==> src/core/lbs_pkg.sv <==
// Constants, types and opcode decoding for the literal and branch sequencer.
// Assumes a 12-bit instruction word and a 9-bit program store address.
package lbs_pkg;

  // Datapath widths
  localparam int unsigned WORD_W      = 12;
  localparam int unsigned DATA_W      = 8;
  localparam int unsigned PC_W        = 9;
  localparam int unsigned STACK_DEPTH = 2;
  localparam int unsigned SP_W        = 1;
  localparam int unsigned APB_AW      = 8;
  localparam int unsigned APB_DW      = 32;

  // Opcode fields
  localparam int unsigned OPC4_LSB   = 8;
  localparam int unsigned OPC3_LSB   = 9;
  localparam logic [3:0]  OPC_AND    = 4'he;
  localparam logic [3:0]  OPC_OR     = 4'hd;
  localparam logic [3:0]  OPC_MOV    = 4'hc;
  localparam logic [3:0]  OPC_CALL   = 4'h9;
  localparam logic [3:0]  OPC_RET    = 4'h8;
  localparam logic [2:0]  OPC_JUMP   = 3'h5;
  localparam logic [11:0] WDT_CLR_WORD = 12'h004;
  localparam logic [11:0] IR_RESET   = 12'h000;
  localparam logic [8:0]  PC_RESET   = 9'h000;

  // Program counter mux inputs
  localparam logic [1:0] PCSEL_STACK = 2'h0;
  localparam logic [1:0] PCSEL_CALL  = 2'h1;
  localparam logic [1:0] PCSEL_JUMP  = 2'h2;

  // Register map, byte addresses
  localparam logic [7:0] ADDR_CTRL    = 8'h00;
  localparam logic [7:0] ADDR_STATUS  = 8'h04;
  localparam logic [7:0] ADDR_PC      = 8'h08;
  localparam logic [7:0] ADDR_IR      = 8'h0c;
  localparam logic [7:0] ADDR_RETIRED = 8'h10;

  // Field positions
  localparam int unsigned CTRL_RUN_BIT     = 0;
  localparam int unsigned CTRL_STEP_BIT    = 1;
  localparam int unsigned CTRL_RESTART_BIT = 2;
  localparam logic        CTRL_RUN_RESET   = 1'b1;
  localparam int unsigned STAT_ZERO_BIT    = 8;
  localparam int unsigned STAT_STATE_LSB   = 12;
  localparam int unsigned PCREG_SP_LSB     = 16;

  typedef enum logic [2:0] {
    ST_EXEC,
    ST_CALL2,
    ST_JUMP2,
    ST_RET2,
    ST_RET3
  } lbs_state_e;

  typedef enum logic [1:0] {
    ALU_PASS,
    ALU_AND,
    ALU_OR
  } lbs_alu_op_e;

  typedef enum logic [2:0] {
    OP_AND,
    OP_OR,
    OP_MOV,
    OP_CALL,
    OP_JUMP,
    OP_RET,
    OP_WDT,
    OP_OTHER
  } lbs_op_e;

  typedef struct packed {
    logic        fetch_latch_strobe;
    logic        counter_advance;
    logic        counter_load_strobe;
    logic [1:0]  pc_mux_sel;
    logic        stack_load;
    logic        stack_inc;
    logic        stack_dec;
    logic        acc_load;
    logic        zero_load;
    lbs_alu_op_e alu_op;
  } lbs_ctrl_s;

  function automatic lbs_op_e lbs_decode(input logic [WORD_W-1:0] word);
    lbs_op_e op;
    op = OP_OTHER;
    if (word == WDT_CLR_WORD) begin
      op = OP_WDT;
    end else if (word[WORD_W-1:OPC3_LSB] == OPC_JUMP) begin
      op = OP_JUMP;
    end else begin
      unique case (word[WORD_W-1:OPC4_LSB])
        OPC_AND:  op = OP_AND;
        OPC_OR:   op = OP_OR;
        OPC_MOV:  op = OP_MOV;
        OPC_CALL: op = OP_CALL;
        OPC_RET:  op = OP_RET;
        default:  op = OP_OTHER;
      endcase
    end
    return op;
  endfunction

endpackage

==> src/core/lbs_alu.sv <==
// Literal ALU: accumulator combined with an eight-bit literal.
// Assumes the caller selects the literal source and the operation.
`timescale 1ns/10ps
module lbs_alu
  import lbs_pkg::*;
(
  // Operands
  input  wire logic [DATA_W-1:0] i_acc,
  input  wire logic [DATA_W-1:0] i_literal,
  input  wire lbs_alu_op_e       i_op,
  // Result
  output logic      [DATA_W-1:0] o_result,
  output logic                   o_zero
);

  always_comb begin
    unique case (i_op)
      ALU_AND: o_result = i_acc & i_literal;
      ALU_OR:  o_result = i_acc | i_literal;
      default: o_result = i_literal;
    endcase
  end

  assign o_zero = (o_result == '0);

endmodule

==> src/core/lbs_sequencer.sv <==
// Literal and branch instruction sequencer with its accumulator, zero flag,
// program counter, return stack and a small APB register window.
// Assumes an external program store answering in the same cycle.
`timescale 1ns/10ps
module lbs_sequencer
  import lbs_pkg::*;
(
  // Clock and reset
  input  wire logic              I_CLK,
  input  wire logic              I_RST,
  // APB slave
  input  wire logic              I_PSEL,
  input  wire logic              I_PENABLE,
  input  wire logic              I_PWRITE,
  input  wire logic [APB_AW-1:0] I_PADDR,
  input  wire logic [APB_DW-1:0] I_PWDATA,
  input  wire logic [3:0]        I_PSTRB,
  output logic      [APB_DW-1:0] O_PRDATA,
  output logic                   O_PREADY,
  output logic                   O_PSLVERR,
  // Program store
  output logic      [PC_W-1:0]   O_PROG_ADDR,
  input  wire logic [WORD_W-1:0] I_PROG_WORD,
  // Datapath observation
  output logic      [DATA_W-1:0] O_ACC,
  output logic                   O_ZERO,
  output lbs_ctrl_s              O_CTRL
);

  // Sequencer state and datapath registers
  lbs_state_e          state_reg;
  lbs_state_e          state_next;
  logic [WORD_W-1:0]   ir_reg;
  logic [PC_W-1:0]     pc_reg;
  logic [PC_W-1:0]     pc_next;
  logic [DATA_W-1:0]   acc_reg;
  logic                zero_reg;
  logic [PC_W-1:0]     stack_reg [STACK_DEPTH];
  logic [SP_W-1:0]     sp_reg;
  logic [DATA_W-1:0]   lit_hold_reg;
  logic                run_reg;
  logic                step_reg;
  logic [APB_DW-1:0]   retired_reg;
  logic [APB_DW-1:0]   prdata_reg;
  logic                pslverr_reg;
  // Decoded strobes and bus glue
  lbs_ctrl_s           ctrl;
  lbs_op_e             ir_op;
  logic                active;
  logic                use_hold;
  logic [DATA_W-1:0]   alu_literal;
  logic [DATA_W-1:0]   alu_result;
  logic                alu_zero;
  logic                apb_setup;
  logic                apb_write;
  logic                wr_ctrl;
  logic                restart;
  logic                step_taken;
  logic [APB_DW-1:0]   read_data;

  function automatic logic addr_mapped(input logic [APB_AW-1:0] addr);
    return (addr == ADDR_CTRL) || (addr == ADDR_STATUS) || (addr == ADDR_PC) ||
           (addr == ADDR_IR) || (addr == ADDR_RETIRED);
  endfunction

  assign ir_op  = lbs_decode(ir_reg);
  // Halting only takes effect at an instruction boundary
  assign active = (state_reg != ST_EXEC) || run_reg || step_reg;
  assign step_taken = (state_reg == ST_EXEC) && !run_reg && step_reg;

  // Control strobes and sequencing
  always_comb begin
    ctrl            = '0;
    ctrl.pc_mux_sel = PCSEL_STACK;
    ctrl.alu_op     = ALU_PASS;
    use_hold        = 1'b0;
    state_next      = state_reg;
    // No strobes at all while halted between instructions
    if (active) begin
      unique case (state_reg)
        ST_EXEC: begin
          ctrl.fetch_latch_strobe = 1'b1;
          ctrl.counter_advance    = 1'b1;
          unique case (ir_op)
            OP_AND: begin
              ctrl.alu_op    = ALU_AND;
              ctrl.acc_load  = 1'b1;
              ctrl.zero_load = 1'b1;
            end
            OP_OR: begin
              ctrl.alu_op    = ALU_OR;
              ctrl.acc_load  = 1'b1;
              ctrl.zero_load = 1'b1;
            end
            OP_MOV: begin
              ctrl.alu_op   = ALU_PASS;
              ctrl.acc_load = 1'b1;
            end
            OP_CALL: begin
              ctrl.pc_mux_sel          = PCSEL_CALL;
              ctrl.counter_load_strobe = 1'b1;
              ctrl.stack_load          = 1'b1;
              state_next               = ST_CALL2;
            end
            OP_JUMP: begin
              ctrl.pc_mux_sel          = PCSEL_JUMP;
              ctrl.counter_load_strobe = 1'b1;
              state_next               = ST_JUMP2;
            end
            OP_RET: begin
              ctrl.stack_dec = 1'b1;
              state_next     = ST_RET2;
            end
            OP_WDT: begin
              state_next = ST_EXEC;
            end
            OP_OTHER: begin
              state_next = ST_EXEC;
            end
          endcase
        end
        ST_CALL2: begin
          ctrl.stack_inc          = 1'b1;
          ctrl.fetch_latch_strobe = 1'b1;
          ctrl.counter_advance    = 1'b1;
          state_next              = ST_EXEC;
        end
        ST_JUMP2: begin
          ctrl.fetch_latch_strobe = 1'b1;
          ctrl.counter_advance    = 1'b1;
          state_next              = ST_EXEC;
        end
        ST_RET2: begin
          ctrl.pc_mux_sel          = PCSEL_STACK;
          ctrl.counter_load_strobe = 1'b1;
          state_next               = ST_RET3;
        end
        ST_RET3: begin
          ctrl.fetch_latch_strobe = 1'b1;
          ctrl.counter_advance    = 1'b1;
          ctrl.acc_load           = 1'b1;
          use_hold                = 1'b1;
          state_next              = ST_EXEC;
        end
        default: begin
          state_next = ST_EXEC;
        end
      endcase
    end
  end

  // The return literal is gone from the word latch once cycle one fetches
  assign alu_literal = use_hold ? lit_hold_reg : ir_reg[DATA_W-1:0];

  // Shared by logic ops, literal move, call target and return literal
  lbs_alu u_alu (
    .i_acc     (acc_reg),
    .i_literal (alu_literal),
    .i_op      (ctrl.alu_op),
    .o_result  (alu_result),
    .o_zero    (alu_zero)
  );

  // State register
  always_ff @(posedge I_CLK or posedge I_RST) begin
    if (I_RST) begin
      state_reg <= ST_EXEC;
    end else if (restart) begin
      state_reg <= ST_EXEC;
    end else begin
      state_reg <= state_next;
    end
  end

  // Instruction latch
  always_ff @(posedge I_CLK or posedge I_RST) begin
    if (I_RST) begin
      ir_reg <= IR_RESET;
    end else if (restart) begin
      ir_reg <= IR_RESET;
    end else if (ctrl.fetch_latch_strobe) begin
      ir_reg <= I_PROG_WORD;
    end
  end

  // Program counter: load beats advance
  always_comb begin
    pc_next = pc_reg;
    if (ctrl.counter_load_strobe) begin
      unique case (ctrl.pc_mux_sel)
        PCSEL_CALL:  pc_next = {pc_reg[PC_W-1], alu_result};
        PCSEL_JUMP:  pc_next = ir_reg[PC_W-1:0];
        default:     pc_next = {pc_reg[PC_W-1], stack_reg[sp_reg][DATA_W-1:0]};
      endcase
    end else if (ctrl.counter_advance) begin
      pc_next = PC_W'(pc_reg + 1'b1);
    end
  end

  always_ff @(posedge I_CLK or posedge I_RST) begin
    if (I_RST) begin
      pc_reg <= PC_RESET;
    end else if (restart) begin
      pc_reg <= PC_RESET;
    end else begin
      pc_reg <= pc_next;
    end
  end

  // Accumulator and zero flag
  always_ff @(posedge I_CLK or posedge I_RST) begin
    if (I_RST) begin
      acc_reg <= '0;
    end else if (ctrl.acc_load) begin
      acc_reg <= alu_result;
    end
  end

  always_ff @(posedge I_CLK or posedge I_RST) begin
    if (I_RST) begin
      zero_reg <= 1'b0;
    end else if (ctrl.zero_load) begin
      zero_reg <= alu_zero;
    end
  end

  // Return stack slots
  // A push writes the slot the pointer names; the pointer moves next cycle
  genvar gi;
  generate
    for (gi = 0; gi < STACK_DEPTH; gi++) begin : g_stack
      always_ff @(posedge I_CLK or posedge I_RST) begin
        if (I_RST) begin
          stack_reg[gi] <= PC_RESET;
        end else if (ctrl.stack_load && (sp_reg == SP_W'(gi))) begin
          stack_reg[gi] <= pc_reg;
        end
      end
    end
  endgenerate

  // Stack pointer wraps over the slots
  always_ff @(posedge I_CLK or posedge I_RST) begin
    if (I_RST) begin
      sp_reg <= '0;
    end else if (restart) begin
      sp_reg <= '0;
    end else if (ctrl.stack_inc) begin
      sp_reg <= SP_W'(sp_reg + 1'b1);
    end else if (ctrl.stack_dec) begin
      sp_reg <= SP_W'(sp_reg - 1'b1);
    end
  end

  // Return literal kept for the third return cycle
  always_ff @(posedge I_CLK or posedge I_RST) begin
    if (I_RST) begin
      lit_hold_reg <= '0;
    end else if (ctrl.stack_dec) begin
      lit_hold_reg <= ir_reg[DATA_W-1:0];
    end
  end

  // Retired instruction count
  // Only the fetch that closes an instruction counts
  always_ff @(posedge I_CLK or posedge I_RST) begin
    if (I_RST) begin
      retired_reg <= '0;
    end else if (restart) begin
      retired_reg <= '0;
    end else if (ctrl.fetch_latch_strobe && (state_next == ST_EXEC)) begin
      retired_reg <= APB_DW'(retired_reg + 1'b1);
    end
  end

  // APB slave, zero wait states
  assign apb_setup = I_PSEL && !I_PENABLE;
  assign apb_write = I_PSEL && I_PENABLE && I_PWRITE;
  assign wr_ctrl   = apb_write && (I_PADDR == ADDR_CTRL) && I_PSTRB[0];
  assign restart   = wr_ctrl && I_PWDATA[CTRL_RESTART_BIT];

  always_ff @(posedge I_CLK or posedge I_RST) begin
    if (I_RST) begin
      run_reg <= CTRL_RUN_RESET;
    end else if (wr_ctrl) begin
      run_reg <= I_PWDATA[CTRL_RUN_BIT];
    end
  end

  // Software request wins over consumption in the same cycle
  always_ff @(posedge I_CLK or posedge I_RST) begin
    if (I_RST) begin
      step_reg <= 1'b0;
    end else if (wr_ctrl && I_PWDATA[CTRL_STEP_BIT]) begin
      step_reg <= 1'b1;
    end else if (step_taken) begin
      step_reg <= 1'b0;
    end
  end

  // Register read decode; unused bits read as zero
  always_comb begin
    read_data = '0;
    unique case (I_PADDR)
      ADDR_CTRL: begin
        read_data[CTRL_RUN_BIT]  = run_reg;
        read_data[CTRL_STEP_BIT] = step_reg;
      end
      ADDR_STATUS: begin
        read_data[DATA_W-1:0]                     = acc_reg;
        read_data[STAT_ZERO_BIT]                  = zero_reg;
        read_data[STAT_STATE_LSB +: $bits(state_reg)] = state_reg;
      end
      ADDR_PC: begin
        read_data[PC_W-1:0]               = pc_reg;
        read_data[PCREG_SP_LSB +: SP_W]   = sp_reg;
      end
      ADDR_IR:      read_data[WORD_W-1:0] = ir_reg;
      ADDR_RETIRED: read_data = retired_reg;
      default:      read_data = '0;
    endcase
  end

  // Read data and error are captured in the setup cycle
  always_ff @(posedge I_CLK or posedge I_RST) begin
    if (I_RST) begin
      prdata_reg  <= '0;
      pslverr_reg <= 1'b0;
    end else if (apb_setup) begin
      prdata_reg  <= I_PWRITE ? '0 : read_data;
      pslverr_reg <= !addr_mapped(I_PADDR) || (I_PWRITE && (I_PADDR != ADDR_CTRL));
    end
  end

  // Port drives
  assign O_PRDATA    = prdata_reg;
  assign O_PREADY    = 1'b1;
  assign O_PSLVERR   = pslverr_reg && I_PSEL && I_PENABLE;
  assign O_PROG_ADDR = pc_reg;
  assign O_ACC       = acc_reg;
  assign O_ZERO      = zero_reg;
  assign O_CTRL      = ctrl;

endmodule

==> config.mk <==
export PLATFORM = sky130hd
export DESIGN_NAME = lbs_sequencer
export DESIGN_NICKNAME = d
export VERILOG_FILES = /design/src/core/lbs_pkg.sv /design/src/core/lbs_alu.sv /design/src/core/lbs_sequencer.sv
export SDC_FILE = /design/constraint.sdc
export NUM_CORES = 1
export LEC_CHECK = 0
export BUFFER_PORTS_ARGS = -buffer_cell sky130_fd_sc_hd__buf_4
export CAP_MARGIN = 0
export CORE_ASPECT_RATIO = 1.2
export CORE_UTILIZATION = 56
export CTS_CLUSTER_DIAMETER = 60
export DETAILED_ROUTE_END_ITERATION = 16
export PLACE_DENSITY_LB_ADDON = 0.25
export SYNTH_ARGS = -nofsm -noshare
export SYNTH_HDL_FRONTEND = slang
export SYNTH_SLANG_ARGS = --single-unit
export TNS_END_PERCENT = 20
==> constraint.sdc <==
create_clock -name I_CLK -period 4.35 [get_ports I_CLK]
set_input_delay 0.435 -clock I_CLK [delete_from_list [all_inputs] [get_ports I_CLK]]
set_output_delay 0.435 -clock I_CLK [all_outputs]
set_load 0.02 [all_outputs]
# == Word level (Yosys, flattened, before mapping) ==
# Index checks and enable logic that the tools add are counted.
# W data, S select, Z words.
# op_classes
addsub,4
order_cmp,1
eq_ne,28
muxes,49
bitwise_logic,4
n_reduce_logical,42
# ops
operator,n
$mux W32,3
$mux W12,3
$add A32 B1 Y32 const B,1
$mux W8,4
$pmux W3 S2,5
$pmux W7 S4,1
$mux W9,3
$eq A4 B4 Y1 const B,5
$eq A3 B3 Y1 const B,6
$pmux W9 S2,1
$eq A8 B4 Y1 const B,2
$logic_not A8 Y1,2
$pmux W8 S2,1
$logic_and A1 B1 Y1,15
$mux W1,15
$mux W15,1
$mux W3,5
$pmux W3 S5,1
$eq A12 B3 Y1 const B,1
$eq A3 B2 Y1 const B,4
$pmux W3 S4,1
$pmux W2 S5,1
$add A9 B1 Y9 const B,1
$logic_not A3 Y1,3
other kinds (26),43
# totals
register_bits,125
input_bits,61
output_inout_bits,64

# == Longest topological paths before layout ==
# logic_depth
word_depth,14
ltp_mapped,15
ltp_nobuf,12

# == Hierarchy ==
# A second synthesis with hierarchy kept.
# unflattened
cells_unflattened,656
hier_area_um2,6637.6
# by_module_without_submodules
module,n_inst,cells_per_inst,area_each_um2,seq_area_each_um2
lbs_sequencer,1,605,6337.3,3129.3
lbs_alu,1,51,300.3,0.0

# == Worst setup path before layout ==
# No wires, ideal clock.
# synth_path
path_kind,reg-to-reg
startpoint,register state_reg[1]
endpoint,"register pc_reg[2], in the netlist O_PROG_ADDR[2]"
setup_ps,78
t_arrival_ps,3224
required_ps,4272
path_slack_ps,1048
stages_incl_launch_ff,15
cell_sequence,dfrtp_1 -> nor3_2 -> o211ai_1 -> or3_1 -> buf_2 -> inv_2 -> buf_4 -> buf_2 -> ha_1 -> buf_1 -> o21ai_0 -> nor3_1 -> a221oi_1 -> a221o_1 -> a21oi_1
# synth_rtl
item,line_no,source
start: declaration,lbs_sequencer.sv:31,lbs_state_e state_reg;
start signal: assignment,lbs_sequencer.sv:171,state_reg <= state_next;
end signal: assignment,lbs_sequencer.sv:206,pc_reg <= pc_next;
end: declaration,lbs_sequencer.sv:34,logic [PC_W-1:0] pc_reg;

# == Final worst setup path ==
# layout_path
startpoint,register ir_reg[11]
endpoint,"register pc_reg[3], in the netlist O_PROG_ADDR[3]"
# layout_via
elab_chain_len,13
# layout_lines
item,line_no,source
start: declaration,lbs_sequencer.sv:33,logic [WORD_W-1:0] ir_reg;
start signal: assignment,lbs_sequencer.sv:178,ir_reg <= IR_RESET;
start signal: assignment,lbs_sequencer.sv:180,ir_reg <= IR_RESET;
start signal: assignment,lbs_sequencer.sv:182,ir_reg <= I_PROG_WORD;
$eq A4 B4 Y1,lbs_pkg.sv:94,unique case (word[WORD_W-1:OPC4_LSB])
$pmux W3 S5,lbs_pkg.sv:94,
$mux W3,lbs_pkg.sv:91,end else if (word[WORD_W-1:OPC3_LSB] == OPC_JUMP) begin
$mux W3 (*),lbs_pkg.sv:89,if (word == WDT_CLR_WORD) begin
$eq A3 B1 Y1 / $logic_not A3 Y1 (equally long branches),lbs_sequencer.sv:84,unique case (ir_op)
$pmux W2 S2,lbs_sequencer.sv:84,
$mux W3,lbs_sequencer.sv:80,unique case (state_reg)
$mux W12 (*),lbs_sequencer.sv:79,if (active) begin
$eq A2 B2 Y1 / $eq A2 B1 Y1 (equally long branches),lbs_alu.sv:17,unique case (i_op)
$pmux W8 S2,lbs_alu.sv:17,
$pmux W9 S2,lbs_sequencer.sv:190,unique case (ctrl.pc_mux_sel)
$mux W9,lbs_sequencer.sv:189,if (ctrl.counter_load_strobe) begin
$mux W9,lbs_sequencer.sv:203,end else if (restart) begin
# Every way passes the cells marked *; elsewhere a longest branch is shown, timed or not. The select of a mux whose other input is x is not followed.
# A chain may end at the register's enable or synchronous reset.

==> results.md <==
- The run finished with clean final reports.
- The final cell count without fillers is 974.
- The startpoint identified for the worst register-to-register timing path is ir_reg[11].
- The total wire length after detailed routing is 20.85 mm.
- Buffers placed on the I/O ports in this run total 91.
- The count of placed standard cells including taps is 943.
- The total negative slack is 0 ns.
- STA classifies the critical path endpoint as a register.
- The total nets after synthesis is 798.
- The relative slew slack is 21.19%.
- The worst hold slack after final layout is 0.08030 ns.
- The total inserted antenna cells is 0.
- The data arrival time of the critical path is 3.96 ns.
- The clock-pin slew of the registers on the worst-case setup and hold paths is 0.06 ns.
- The total count of hold-check failures in the final report was 0.
- The worst-case vdd ir drop is 0.0002341 V.
- CTS saw 125 sinks.
- In the synthesized netlist, mux cells make up 6.942% of the area.
- The leakage power of the design is 3.808 nW.
- Of all nets on the critical path, the largest fanout is 12.
- The first-pass GRT wire length is 33.34 mm.
- The cell that appears most often on the critical path is a211oi_1.
- The routed via count is 6,475.
- The global routing usage summed across all routing layers is 33.78%.
- The clock tree synthesis step divided the H-tree into 4 levels.
- Before antenna repair, the detailed router went through 5 iterations.
- By count the netlist is led by dfrtp_1, nand2_1, a21oi_1.
- Setup repair after global routing left no endpoint under its margin.
- The compound-cell area share of the yosys netlist is 20.50%.
- On the critical path, the stage with the largest delay is an instance of o41ai_1.
- The number of antenna-violating nets in the routed design is 0.
- The register-to-register setup slack is 0.71 ns.
- From synthesis to final layout, the design area changed by 19.51%.
- The area of the placeable core is 12,110 um^2.
- The longest clock path from root to sink contains 2 buffers.
- The mapped cell area is 6939 um^2.
- The number of hold buffers added after CTS was 0.
- The met2 layer wire length in the routed design is 10.39 mm.
- After filler insertion, the fill cell instance count of the layout stands at 1,004.
- By area, the combinational part of the netlist is dominated by simple AND/OR/NAND/NOR gates.
- TritonCTS created 17 clock buffers.
- Synthesis produced a netlist whose cell count is 731.
- The final layout contains 868 nets.
- The number of max-slew violations in the final report is 0.
- 125 I/O pins were placed.
- For this run, the leading register cell type out of synthesis is dfrtp_1.
- The path category of the worst min-delay check is in2async.
- The multi-input combinational cell area is 3517 um^2.
- The simple-gate share of the synthesized area is 20.95%.
- The sequential area share after synthesis is 45.10%.
- A synthesized cell averages 9.493 um^2.
- Across the run, the number of max-cap violations was 0.
- The highest cell delay on the worst timing path is 0.80 ns.
- Dividing the final minimum period by the clock period gives 83.75%.
- The area share of the leading cell type in the synthesized netlist is 44.72%.
- Setup violations remaining at the end of the flow were counted as 0.
- The highest attainable clock frequency is 274.5 MHz.
- The initial detailed-routing violation count is 447.
- Once the clock tree was built, the resizer swapped 0 gates to a different size.
- The layout cell share with drive strength beyond 1 is 21.03%.
- The final setup skew is 0.01076 ns.
- The number of antenna violations at the first check in global routing is 0.
- The final critical delay including setup and external delays is 3.643 ns.
- Dividing the detail-routed via count by the number of cells gives 6.648.
- The biggest area contributor in the post-synthesis netlist is dfrtp_1.
- The number of distinct library cell variants in the gate-level netlist after synthesis is 69.
- The x dimension of the die is 103.6 um.
- The flop and latch count out of synthesis is 125.
- The number of global-route vias before repair was 6,397.
- The initial utilization of the core area, before any placement, comes to 57.29%.
- The row count is 44.
- For this design the ratio of total power to cell area is 365.3 nW/um^2.
- The cell count of the worst reg-to-reg path is 11.
- Detailed placement ended at an HPWL of 14.35 mm.
- By startpoint and endpoint, the worst setup path is classified as reg2reg.
- The startpoint type of the worst setup path is a register.
- The Yosys step of the flow raised 0 warnings.
- The end of the worst register-to-register path is O_PROG_ADDR[3].
- At the pin with the least slew margin, the transition time is 1.182 ns.
- The post-CTS setup-driven buffer insertion count is 0.
- The detailed-route wire length on metal 1 is 7.920 mm.
- The average wire per standard cell is 21.40 um.
- The number of synthesized flops with an enable pin is 0.
- The placer congestion estimate is 0.8612.
- The floorplan step defined a die boundary enclosing 12,840 um^2.
- TritonCTS built the clock tree.
- The area share of fa/ha/maj cells after synthesis is 1.244%.
- The xor and xnor area share after synthesis is 0.8835%.
- After detailed routing, the number of remaining DRC violations is 0.
- Broken down by cell family, the worst path's largest delay share belongs to compound AO/OA/AOI/OAI gates.
- Wire segments on met3 add up to 1.429 mm in the final route.
- Clock tree synthesis selected as its root buffer the cell clkbuf_16.
- By area the synthesized netlist is led by dfrtp_1, nand2_1, a22o_1.
- The die is 123.9 um tall.
- Of all flip-flops after synthesis, the portion carrying an async set or reset was 100.0%.
- Summed over all layers, the global routing overflow is 0.
- The insertion delay of the later-clocked pin in the worst-skew pair is 0.42 ns.
- Entering global routing, the biggest net connects 57 pins.
- The number of buffers and inverters on the critical path is 1.
- STA puts the critical path data required time at 4.67 ns.
- The library cell with the highest instance count after synthesis is dfrtp_1.
- The critical path goes through o21ai_0 > a211oi_1 > o211ai_1 > inv_1 > nand2_1 > ha_1 > a211oi_1 > o41ai_1 > a221o_1 > a21oi_1 > a211oi_1.
- The sequential cell area is 3129 um^2.
- The uppermost signal routing layer after detailed routing is met4.
==> final cells by class <==
class | count | area share (%)
Inverter | 21 | 0.9807
Tap cell | 161 | 2.429
Clock buffer | 20 | 5.628
Sequential cell | 125 | 37.73
Timing Repair Buffer | 104 | 9.415
Clock inverter | 11 | 1.403
Multi-Input combinational cell | 532 | 42.41
==> cells in the final DEF (no fill, tap or decap), types with 5 or more instances in the layout <==
| cell | n |
|---|---|
| or2_2 | 11 |
| mux2i_1 | 20 |
| o211ai_1 | 5 |
| and3_1 | 5 |
| o41ai_1 | 5 |
| nand2_1 | 98 |
| a211o_1 | 5 |
| inv_1 | 16 |
| nand3_1 | 28 |
| a22oi_1 | 7 |
| nor3_1 | 9 |
| ha_1 | 6 |
| a221o_1 | 15 |
| o21ai_0 | 18 |
| clkbuf_16 | 17 |
| a21oi_1 | 49 |
| dfrtp_1 | 124 |
| or4_1 | 17 |
| or3_1 | 6 |
| nand4_1 | 16 |
| o31ai_1 | 16 |
| mux2_1 | 16 |
| a211oi_1 | 9 |
| nor4_1 | 11 |
| nand2b_1 | 5 |
| clkinv_2 | 5 |
| and4_1 | 9 |
| o21ai_1 | 6 |
| mux2_2 | 9 |
| buf_4 | 104 |
| a22o_1 | 33 |
| nor2_1 | 29 |
==> cell families (layout without fill, tap and decap cells) <==
kind of cell	Yosys count	in the layout
xor+xnor	7	7
other cells	1	1
fa+ha+maj	7	7
mux	45	45
compound gates	197	197
flops	125	125
buf+inv	74	156
simple gates	275	275
==> power by group <==
group	switching, mW	internal [mW]
Sequential	0.121	1.21
Clock	0.535	0.881
Combinational	0.156	0.124
Total	0.812	2.22
==> layer usage <==
| layer | global-route usage [%] | up-vias |
|---|---|---|
| met5 | 0 | - |
| met4 | 21.38 | 0 |
| met3 | 6.803 | 81 |
| met2 | 58.39 | 331 |
| met1 | 38.95 | 3159 |
| li1 | - | 2904 |
==> metrics by stage <==
stage	setup slack, ns	power (mW)	util (%)	cell area (um^2)
4_1_cts	0.8131	3.025	68.47	8293
2_1_floorplan	0.5891	1.499	-	6939
3_3_place_gp	0.9154	1.616	63.66	7710
3_5_place_dp	0.8439	1.628	63.66	7710
5_1_grt	0.4643	3.127	68.47	8293
6_report	0.7071	3.030	68.47	8293
==> worst max-delay path by stage <==
stage               startpoint        endpoint  slack (ns)  depth (start not counted)
CTS                 ir_reg[11]  O_PROG_ADDR[3]        0.81                         11
global route        ir_reg[11]  O_PROG_ADDR[3]        0.46                         11
floorplan                I_RST        O_ACC[0]        0.59                          1
global placement    ir_reg[11]  O_PROG_ADDR[3]        0.92                         11
finish              ir_reg[11]  O_PROG_ADDR[3]        0.71                         11
detailed placement  ir_reg[11]  O_PROG_ADDR[3]        0.84                         11
(Power assumes the default switching activity.)
